===== config.mk =====
export PLATFORM = sky130hd
export DESIGN_NAME = preset_down_counter
export DESIGN_NICKNAME = d
export VERILOG_FILES = /design/src/rtl/down_counter_pkg.sv /design/src/rtl/pin_sync.sv /design/src/rtl/preset_down_counter.sv
export VERILOG_INCLUDE_DIRS = /design/src /design/src/rtl
export SDC_FILE = /design/constraint.sdc
export NUM_CORES = 1
export LEC_CHECK = 0
export BUFFER_PORTS_ARGS = -buffer_cell sky130_fd_sc_hd__buf_2
export CELL_PAD_IN_SITES_DETAIL_PLACEMENT = 2
export CELL_PAD_IN_SITES_GLOBAL_PLACEMENT = 2
export CORE_MARGIN = 3
export CORE_UTILIZATION = 33
export CTS_CLUSTER_SIZE = 8
export DETAILED_ROUTE_END_ITERATION = 12
export PLACE_DENSITY = 0.83
export RECOVER_POWER = 25
export SLEW_MARGIN = 20
export SYNTH_ARGS = -nofsm -noshare
export SYNTH_HDL_FRONTEND = slang
export SYNTH_HIERARCHICAL = 1
export SYNTH_SLANG_ARGS = --single-unit

===== constraint.sdc =====
create_clock -name clk -period 2.1 [get_ports clk]
set_input_delay 0.21 -clock clk [delete_from_list [all_inputs] [get_ports clk]]
set_output_delay 0.21 -clock clk [all_outputs]
set_load 0.02 [all_outputs]

===== src/rtl/down_counter_consts.svh =====
/*
 * Constants for the preset down counter: widths, count limits, reset values
 * and synchroniser depth.
 * Assumes it is included by bare name from the package and the design files.
 */
`ifndef DOWN_COUNTER_CONSTS_SVH
`define DOWN_COUNTER_CONSTS_SVH

// ****************************************************************
// Counter geometry
// ****************************************************************
`define CNT_WIDTH        8
`define CNT_MAX          8'hff
`define CNT_ZERO         8'h00
`define CNT_ONE          8'h01
`define CNT_RESET_VAL    8'hff
`define CNT_PERIOD       256

// ****************************************************************
// Pin synchronisers
// ****************************************************************
`define SYNC_STAGES      2
`define CTRL_IDLE        4'hf
`define PRESET_RESET_VAL 8'h00

`endif


===== src/rtl/down_counter_pkg.sv =====
/*
 * Types shared by the preset down counter: the control pin group and the
 * decoded action applied to the count.
 * Assumes down_counter_consts.svh is on the include path.
 */
package down_counter_pkg;

`include "down_counter_consts.svh"

    typedef logic [`CNT_WIDTH-1:0] count_t;

    // Active-low control pins, highest precedence first.
    typedef struct packed {
        logic max_reset_n;
        logic async_load_n;
        logic sync_load_n;
        logic count_enable_n;
    } ctrl_s;

    // Gray-coded along hold, count, sync load, async load, clear.
    typedef enum logic [2:0] {
        ACT_HOLD       = 3'h0,
        ACT_COUNT      = 3'h1,
        ACT_SYNC_LOAD  = 3'h3,
        ACT_ASYNC_LOAD = 3'h2,
        ACT_CLEAR      = 3'h6
    } action_e;

endpackage


===== src/rtl/pin_sync.sv =====
/*
 * Two-flop synchroniser for a group of pin inputs.
 * Assumes its inputs are asynchronous to clk; the first stage feeds only
 * the second.
 */
module pin_sync
    import down_counter_pkg::*;
#(
    parameter int             WIDTH     = 1,
    parameter logic [WIDTH-1:0] RESET_VAL = '0
) (
    input  wire logic             clk,
    input  wire logic             reset_n,
    input  wire logic [WIDTH-1:0] pin_in,
    output logic      [WIDTH-1:0] pin_sync_out
);

    logic [WIDTH-1:0] meta_q;
    logic [WIDTH-1:0] stable_q;

    always_ff @(posedge clk) begin
        if (!reset_n) begin
            meta_q   <= RESET_VAL;
            stable_q <= RESET_VAL;
        end else begin
            meta_q   <= pin_in;
            stable_q <= meta_q;
        end
    end

    assign pin_sync_out = stable_q;

endmodule


===== src/rtl/preset_down_counter.sv =====
/*
 * Eight-bit preset down counter with clear to maximum, synchronous and
 * asynchronous preset, count enable and a terminal-count flag.
 * Assumes all pins, the count clock among them, come from board logic
 * outside the clk domain; each passes two flip-flops before use.
 */
`include "down_counter_consts.svh"

module preset_down_counter
    import down_counter_pkg::*;
(
    input  wire logic                  clk,
    input  wire logic                  reset_n,
    input  wire logic                  count_clock,
    input  wire logic                  count_enable_n,
    input  wire logic                  sync_load_n,
    input  wire logic                  async_load_n,
    input  wire logic                  max_reset_n,
    input  wire logic [`CNT_WIDTH-1:0] preset_value,
    output logic                       zero_flag_n,
    output logic      [`CNT_WIDTH-1:0] count_value
);

    // ****************************************************************
    // Pin synchronisers
    // ****************************************************************

    ctrl_s   ctrl_pins;
    ctrl_s   ctrl;
    count_t  preset_s;
    logic    count_clock_s;
    logic    count_clock_prev_q;
    logic    count_edge;
    count_t  count_q;
    count_t  count_d;
    action_e action;

    assign ctrl_pins = '{max_reset_n:    max_reset_n,
                         async_load_n:   async_load_n,
                         sync_load_n:    sync_load_n,
                         count_enable_n: count_enable_n};

    pin_sync #(
        .WIDTH     ($bits(ctrl_s)),
        .RESET_VAL (`CTRL_IDLE)
    ) u_ctrl_sync (
        .clk          (clk),
        .reset_n      (reset_n),
        .pin_in       (ctrl_pins),
        .pin_sync_out (ctrl)
    );

    pin_sync #(
        .WIDTH     (`CNT_WIDTH),
        .RESET_VAL (`PRESET_RESET_VAL)
    ) u_preset_sync (
        .clk          (clk),
        .reset_n      (reset_n),
        .pin_in       (preset_value),
        .pin_sync_out (preset_s)
    );

    pin_sync #(
        .WIDTH     (1),
        .RESET_VAL (1'b0)
    ) u_clock_sync (
        .clk          (clk),
        .reset_n      (reset_n),
        .pin_in       (count_clock),
        .pin_sync_out (count_clock_s)
    );

    // ****************************************************************
    // Count clock edge detection
    // ****************************************************************

    // The previous level is taken from the synchronised copy only, so the
    // edge pulse is one clk cycle wide per rising count clock transition.
    always_ff @(posedge clk) begin
        if (!reset_n) begin
            count_clock_prev_q <= 1'b0;
        end else begin
            count_clock_prev_q <= count_clock_s;
        end
    end

    assign count_edge = count_clock_s && !count_clock_prev_q;

    // ****************************************************************
    // Action decode
    // ****************************************************************

    // Clear and async load act on every clk cycle, without waiting for a
    // count clock edge; the other actions wait for that edge.
    always_comb begin
        if (!ctrl.max_reset_n) begin
            action = ACT_CLEAR;
        end else if (!ctrl.async_load_n) begin
            action = ACT_ASYNC_LOAD;
        end else if (!count_edge) begin
            action = ACT_HOLD;
        end else if (!ctrl.sync_load_n) begin
            action = ACT_SYNC_LOAD;
        end else if (!ctrl.count_enable_n) begin
            action = ACT_COUNT;
        end else begin
            action = ACT_HOLD;
        end
    end

    // ****************************************************************
    // Counter
    // ****************************************************************

    always_comb begin
        case (action)
            ACT_CLEAR:      count_d = `CNT_MAX;
            ACT_ASYNC_LOAD: count_d = preset_s;
            ACT_SYNC_LOAD:  count_d = preset_s;
            // Zero minus one wraps to the maximum count.
            ACT_COUNT:      count_d = count_q - `CNT_ONE;
            ACT_HOLD:       count_d = count_q;
            default:        count_d = count_q;
        endcase
    end

    always_ff @(posedge clk) begin
        if (!reset_n) begin
            count_q <= `CNT_RESET_VAL;
        end else begin
            count_q <= count_d;
        end
    end

    assign count_value = count_q;

    // ****************************************************************
    // Terminal count flag
    // ****************************************************************

    // Decoded without a flop so that it follows clears and loads directly
    // and a chained stage sees it before the next count clock edge.
    assign zero_flag_n = !((count_q == `CNT_ZERO) && !ctrl.count_enable_n);
endmodule


### Word-level counts from Yosys, hierarchy flattened

Index checks and enable logic that the tools add are counted.

* add/sub/neg operators: 1
* equal/unequal tests: 4
* multiplexer cells: 6
* reductions and logical operators: 8

Operator list (number)
* case mux 8 bit (3 select lines): 1
* logical NOT 8 bit: 1
* subtractor 8 x 1 -> 8 bit, second input constant: 1
* equality test 3 x 2 -> 1 bit, second input constant: 2
* 2-to-1 mux 2 bit: 3
* equality test 3 x 1 -> 1 bit, second input constant: 1
* equality test 3 bit, second input constant: 1
* logical NOT 1 bit: 3
* 2-to-1 mux 3 bit: 1
* nonzero test 3 bit: 1
* logical AND 1 bit: 2
* OR reduction 2 bit: 1
* 2-to-1 mux 1 bit: 1

* register bits: 35
* output and inout bits: 9
* word-level logic and storage cells: 27

### Longest topological paths before layout

Gate-level depths: netlist of run 1.

* depth in word-level cells: 8
* gate-level depth with buffers: 6

### Modules after synthesis

The synthesis of run 1 kept the hierarchy.

Modules (own cells, without submodules)
* preset_down_counter: times used 1, cells an instance 80, area each 628.1 um^2, seq. area each 180.2 um^2
* pin_sync (u_preset_sync): times used 1, cells an instance 33, area each 446.7 um^2, seq. area each 320.3 um^2
* pin_sync (u_ctrl_sync): times used 1, cells an instance 16, area each 210.2 um^2, seq. area each 160.2 um^2
* pin_sync (u_clock_sync): times used 1, cells an instance 4, area each 52.6 um^2, seq. area each 40.0 um^2

### Worst setup path after synthesis of run 1

Ideal clock, no wire load.

* path kind: reg2out
* start point: register count_q[4] (netlist: count_value[4])
* end point: output zero_flag_n
* arrival time: 1.543 ns
* required time: 1.890 ns
* path slack: 0.347 ns
* stages on the path, launching flop included: 4
* path through: dfxtp_1 -> or3_1 -> or2_2 -> or3_1

* cells in the longest elaborated chain, start to end: 3

Ends and longest elaborated chain
* from (decl): RTL line preset_down_counter.sv:34 `count_t count_q;`
* from (signal assigned): RTL line preset_down_counter.sv:129 `` count_q <= `CNT_RESET_VAL; ``
* from (signal assigned): RTL line preset_down_counter.sv:131 `count_q <= count_d;`
* logical NOT 8 bit (no source line)
* logical AND 1 bit: RTL line preset_down_counter.sv:143 `` assign zero_flag_n = !((count_q == `CNT_ZERO) && !ctrl.count_enable_n); ``
* logical NOT 1 bit: RTL line preset_down_counter.sv:143
* to (decl): RTL line preset_down_counter.sv:20 `output logic zero_flag_n,`

Every way passes these cells.

### Worst setup path in the final report of run 1

Ends and elaborated chain as after synthesis.

==> flow_metrics.py, run 1 <==
metrics = {
    "outcome": {
        "status": "completed",
    },
    "cts": {
        "clock_latency_ns": 0.29,
        "cts_tree": "done",
        "htree_levels": 2,
        "cts_buffers": 5,
        "clock_sinks": 35,
        "cts_setup_buffers": 0,
        "path_clk_slew_ns": 0.07,
        "clk_path_buf_depth": 2,
        "cts-root-buf": "clkbuf_8",
    },
    "floorplan": {
        "fp.dieW_um": 69.7,
        "fp-row-count": 22,
        "initial_core_util": 0.355,
        "io-pin-count": 24,
        "die_height_um": 69.7,
        "core_um2": 3770,
        "die-area_um2": 4850,
    },
    "global_route": {
        "globalRoute.totalOverflow": 0,
        "grt_antenna_before_repair": 0,
        "track_usage": 0.146,
        "first_global_vias": 1163,
        "grt_max_degree": 21,
        "grt_first_pass_wirelength_um": 5450,
    },
    "sta": {
        "worst_pin_slew_ns": 0.564,
        "final_max_slew_viol_count": 0,
        "fmax_mhz": 494,
        "hold_violations": 0,
        "setup_ws_ns": 0.0738,
        "finalCriticalPeriod_ns": 2.03,
        "hold_ws_ns": 0.0999,
        "finalSetupViolations": 0,
        "relSlewSlack": 0.624,
        "rsz0062_at_grt": "no",
        "final.setup_skew_ns": 0.00334,
        "tns_ns": 0,
        "min_period_over_period": 0.965,
    },
    "setup_path": {
        "r2r_slack_ns": 0.38,
        "setup.worst_path.class": "flip-flop to output pin",
        "arrival_ns": 1.82,
        "crit_fanout": 6,
        "regToRegStartpoint": "count_value[0]$_SDFFE_PN1P_",
        "reg2reg_to": "count_value[5]$_SDFFE_PN1P_",
        "required_ns": 1.89,
        "cp-start-kind": "flip-flop",
        "r2r_cells": 5,
        "end_kind": "output pin",
    },
    "route": {
        "dr.pass1.iters": 4,
        "vias_per_cell": 4.97,
        "drt_iter0_markers": 40,
        "drc": 0,
        "wl_per_cell_um": 15.8,
        "wirelength_um": 3290,
        "postRouteAntennaNets": 0,
        "vias": 1034,
    },
    "yosys": {
        "synth_nets": 149,
        "synthCells": 133,
        "yosysWarnings": 6,
        "avgSynthCellArea_um2": 10.1,
        "synthTopCellsByCount": "35 x dfxtp_1, 13 x and2_2, 13 x nor2_1",
        "seq_area_frac_synth": 0.524,
        "synth_area_leaders": "dfxtp_1 52%, and2_2 7.3%, and2_1 3.7%",
        "ys_types": 32,
        "synth_edf_count": 0,
        "synth_area_um2": 1340,
        "netlist.area_leader.share": 0.524,
        "synth_top_cell_by_area": "dfxtp_1",
        "synth_ff_type": "dfxtp_1",
        "yosys_register_bits": 35,
        "ys_async_sr_fraction": 0,
        "yosysMostFrequentCell": "dfxtp_1",
    },
    "layout": {
        "postLayoutCellArea_um2": 1610,
        "diodes": 0,
        "regArea_um2": 706,
        "final_nets": 175,
        "nFillCells": 405,
        "multi_input_area_um2": 572,
        "finish.utilization": 0.427,
        "area_growth_pct": 20.3,
        "drive_gt1_frac": 0.356,
    },
    "power_and_ir_drop": {
        "power_density_nw_per_um2": 906,
        "leakage_nw": 0.693,
        "ir_drop_v": 0.000410,
    },
    "place": {
        "post-place-ws_ns": 0.287,
        "gp_congestion": 0.759,
        "port_buffers": 23,
        "hpwl_um": 2370,
        "dpl_cell_area_um2": 1480,
    },
    "min_path": {
        "holdCritPathClass": "input pin to flip-flop",
        "hp-start": "sync_load_n",
        "whs_path_depth": 2,
        "worstHoldEndpoint": "u_ctrl_sync/meta_q[1]$_SDFF_PN1_",
    },
    "job": {
        "maxCapViolCount": 0,
    },
}
report_power, final:
part           internal (mW)  leakage [nW]  switching (mW)  total, mW
registers              0.698         0.289          0.0223      0.720
clock network          0.384        0.0612           0.245      0.628
logic                 0.0480         0.343          0.0610      0.109
total                   1.13         0.693           0.328       1.46
placed cells by master, fill, tap and decap left out, types with 2 or more instances in the layout:
cell type	count
dfxtp_1	33
buf_2	21
nor2_1	13
and2_2	13
nand2b_1	8
o21ai_0	7
inv_1	6
clkbuf_8	6
and2_1	5
a211oi_1	5
a21oi_1	4
a2111oi_0	3
buf_4	3
and2_0	3
nand2_1	2
nor3_1	2
a21o_1	2
a31oi_1	2
o211ai_1	2
kinds of logic (layout without fill, tap and decap cells):
| kind of cell | Yosys count | count (layout) | share of synthesized area |
|---|---|---|---|
| AOI/OAI and AO/OA | 30 | 30 | 0.156 |
| buffers and inverters | 12 | 39 | 0.0542 |
| adders and majority gates | 1 | 1 | 0.00935 |
| xor gates and xnor gates | 1 | 1 | 0.00655 |
| and+or+nand+nor | 54 | 54 | 0.250 |
| DFF | 35 | 35 | 0.524 |
worst max-delay path, cell delays in order (launching register included):
cell     delay [ns]
dfxtp_4        0.36
or3_4          0.40
or2_4          0.24
or3_1          0.35
buf_4          0.17
metrics by stage:
stage	std cells	power [mW]
2_1_floorplan	133	0.801
3_3_place_gp	200	0.834
3_5_place_dp	200	0.846
4_1_cts	208	1.48
5_1_grt	208	1.53
6_report	208	1.46
what timing repair did:
action | CTS | global route
setup endpoints to repair | 1 | 1
resized for setup | 3 | 3
hold buffers | 0 | 0
layer usage:
layer,wire (µm),GRT usage
met3,149,0.0478
met2,1710,0.250
met4,82,0.0830
met1,1350,0.157
met5,0,0
flip-flops by register name, indices dropped and copies added (netlist names):
signal and cells:
u_ctrl_sync/meta_q 4, u_clock_sync/pin_sync_out 1, u_ctrl_sync/pin_sync_out 4, count_value 8
u_preset_sync/pin_sync_out 8, u_clock_sync/meta_q 1, count_clock_prev_q 1, u_preset_sync/meta_q 8
cell type report:
class | instances | share of cell area
timing repair buffer | 25 | 0.0816
clock inverter | 2 | 0.0218
inverter | 6 | 0.0140
sequential | 35 | 0.439
clock buffer | 6 | 0.0513
multi-input combinational | 86 | 0.355
tap | 48 | 0.0373
worst max path at each step:
stage,startpoint,cells past startpoint,to
floorplan,count_value[4]$_SDFFE_PN1P_,3,zero_flag_n
global placement,count_value[4]$_SDFFE_PN1P_,4,zero_flag_n
detailed placement,count_value[4]$_SDFFE_PN1P_,4,zero_flag_n
CTS,count_value[4]$_SDFFE_PN1P_,4,zero_flag_n
global route,count_value[4]$_SDFFE_PN1P_,4,zero_flag_n
finish,count_value[4]$_SDFFE_PN1P_,4,zero_flag_n
Power figures use the tool's default switching activity.
==> run 2: changes to the inputs <==
--- a/config.mk
+++ b/config.mk
@@ -13,7 +13,7 @@
 export CORE_UTILIZATION = 33
 export CTS_CLUSTER_SIZE = 8
 export DETAILED_ROUTE_END_ITERATION = 12
-export PLACE_DENSITY = 0.83
+export PLACE_DENSITY = 0.85
 export RECOVER_POWER = 25
 export SLEW_MARGIN = 20
 export SYNTH_ARGS = -nofsm -noshare
==> flow_metrics.py, run 2 (same netlist as run 1, synthesis figures left out) <==
metrics = {
    "outcome": {
        "status": "completed",
    },
    "route": {
        "wirelength_um": 3310,
        "postRouteAntennaNets": 0,
        "drc": 0,
        "drt_iter0_markers": 41,
        "dr.pass1.iters": 3,
        "vias": 1001,
        "wl_per_cell_um": 15.9,
        "vias_per_cell": 4.81,
    },
    "sta": {
        "final.setup_skew_ns": 0.00252,
        "hold_violations": 0,
        "tns_ns": 0,
        "rsz0062_at_grt": "no",
        "finalSetupViolations": 0,
        "final_max_slew_viol_count": 0,
        "worst_pin_slew_ns": 0.749,
        "relSlewSlack": 0.501,
        "min_period_over_period": 0.946,
        "setup_ws_ns": 0.113,
        "finalCriticalPeriod_ns": 1.99,
        "fmax_mhz": 503,
    },
    "power_and_ir_drop": {
        "ir_drop_v": 0.000431,
        "switching_share": 0.228,
        "power_density_nw_per_um2": 855,
        "p_clk_frac": 0.388,
        "power.internal_mw": 1.05,
        "leakage_nw": 0.678,
        "power_frac_comb": 0.079,
        "seq_power_share": 0.533,
        "power.switching_uw": 309,
    },
    "global_route": {
        "first_global_vias": 1175,
        "track_usage": 0.153,
        "grt_first_pass_wirelength_um": 5710,
        "grt_antenna_before_repair": 0,
        "globalRoute.totalOverflow": 0,
        "grt_max_degree": 25,
    },
    "min_path": {
        "hp-start": "max_reset_n",
        "worstHoldEndpoint": "u_ctrl_sync/meta_q[3]$_SDFF_PN1_",
        "whs_path_depth": 2,
        "holdCritPathClass": "input pin to flip-flop",
    },
    "floorplan": {
        "core_um2": 3770,
        "die_height_um": 69.7,
        "io-pin-count": 24,
        "initial_core_util": 0.355,
        "fp.dieW_um": 69.7,
        "fp-row-count": 22,
        "die-area_um2": 4850,
    },
    "layout": {
        "diodes": 0,
        "fin_cells": 208,
        "drive_gt1_frac": 0.344,
        "postLayoutCellArea_um2": 1580,
        "final_nets": 175,
        "final_common_cell": "dfxtp_1",
        "finish.utilization": 0.420,
        "area_growth_pct": 18.3,
        "final_cell_mix": "33 x dfxtp_1, 22 x buf_2, 13 x nor2_1, 13 x and2_2, 8 x nand2b_1",
    },
    "cts": {
        "cts_buffers": 5,
        "clk_path_buf_depth": 2,
        "clock_latency_ns": 0.28,
        "htree_levels": 2,
        "cts-root-buf": "clkbuf_8",
        "cts_tree": "done",
        "clock_sinks": 35,
        "path_clk_slew_ns": 0.07,
    },
    "setup_path": {
        "cp-start-kind": "flip-flop",
        "reg2reg_to": "count_value[5]$_SDFFE_PN1P_",
        "arrival_ns": 1.78,
        "crit_fanout": 6,
        "r2r_cells": 5,
        "cp-startpoint": "count_value[4]$_SDFFE_PN1P_",
        "regToRegStartpoint": "count_value[0]$_SDFFE_PN1P_",
        "setup.worst_path.class": "flip-flop to output pin",
        "required_ns": 1.89,
        "end_kind": "output pin",
        "r2r_slack_ns": 0.34,
    },
    "place": {
        "post-place-ws_ns": 0.291,
        "dp_cells": 200,
        "hpwl_um": 2510,
        "gp_congestion": 0.768,
        "dpl_cell_area_um2": 1480,
        "port_buffers": 23,
    },
    "job": {
        "maxCapViolCount": 0,
    },
}
## run 2: cell count changes in the layout (fill, tap and decap cells not counted), sizes merged
cell / before / now
clkbuf: 7 / 10
clkinv: 1 / 0
bufinv: 1 / 0
buf: 24 / 23
## run 2: how the worst max path moves through the flow
stage                              to  slack [ns]
after global routing      zero_flag_n        0.04
after detailed placement  zero_flag_n        0.29
after CTS                 zero_flag_n       0.004
after global placement    zero_flag_n        0.37
final                     zero_flag_n        0.11
after floorplan           zero_flag_n        0.35
## run 2: area by class of cell
cell class                 instances  area [µm²]
multi-input combinational         86         572
inverter                           6        22.5
sequential                        35         703
clock buffer                       8         100
timing repair buffer              25         125
fill                             401        2190
tap                               48        60.1
## run 2: worst max-delay path, stage by stage, from the launching register on
cell and delay (ns):
dfxtp_2 0.35, or3_4 0.40, or2_4 0.25, or3_1 0.34, buf_2 0.16
## run 2: metrics by stage
step	hold slack (ns)	total power, mW
finish	0.107	1.35
detailed placement	0.399	0.845
global route	0.110	1.43
global placement	0.392	0.833
floorplan	0.283	0.801
CTS	0.0964	1.38
## run 2: metal layers
layer / part of all wire / track usage / vias up
met3: 0.033 / 0.0551 / 4
met1: 0.42 / 0.159 / 479
met5: 0 / 0 / -
met2: 0.52 / 0.268 / 20
met4: 0.021 / 0.0809 / 0
li1: - / - / 498
## run 2: timing repair
item,4_1_cts,5_1_grt
gates resized for setup,2,2
buffers inserted,0,0
hold buffers,0,0
endpoints found under the setup margin,1,1
hold endpoints to repair,0,0
## run 2: power by group through the flow
stage	sequential, mW	combinational [mW]	clock (mW)
after global routing	0.726	0.122	0.580
after CTS	0.721	0.111	0.546
after floorplan	0.741	0.0600	0
after global placement	0.731	0.102	0
final	0.721	0.107	0.525
after detailed placement	0.736	0.110	0
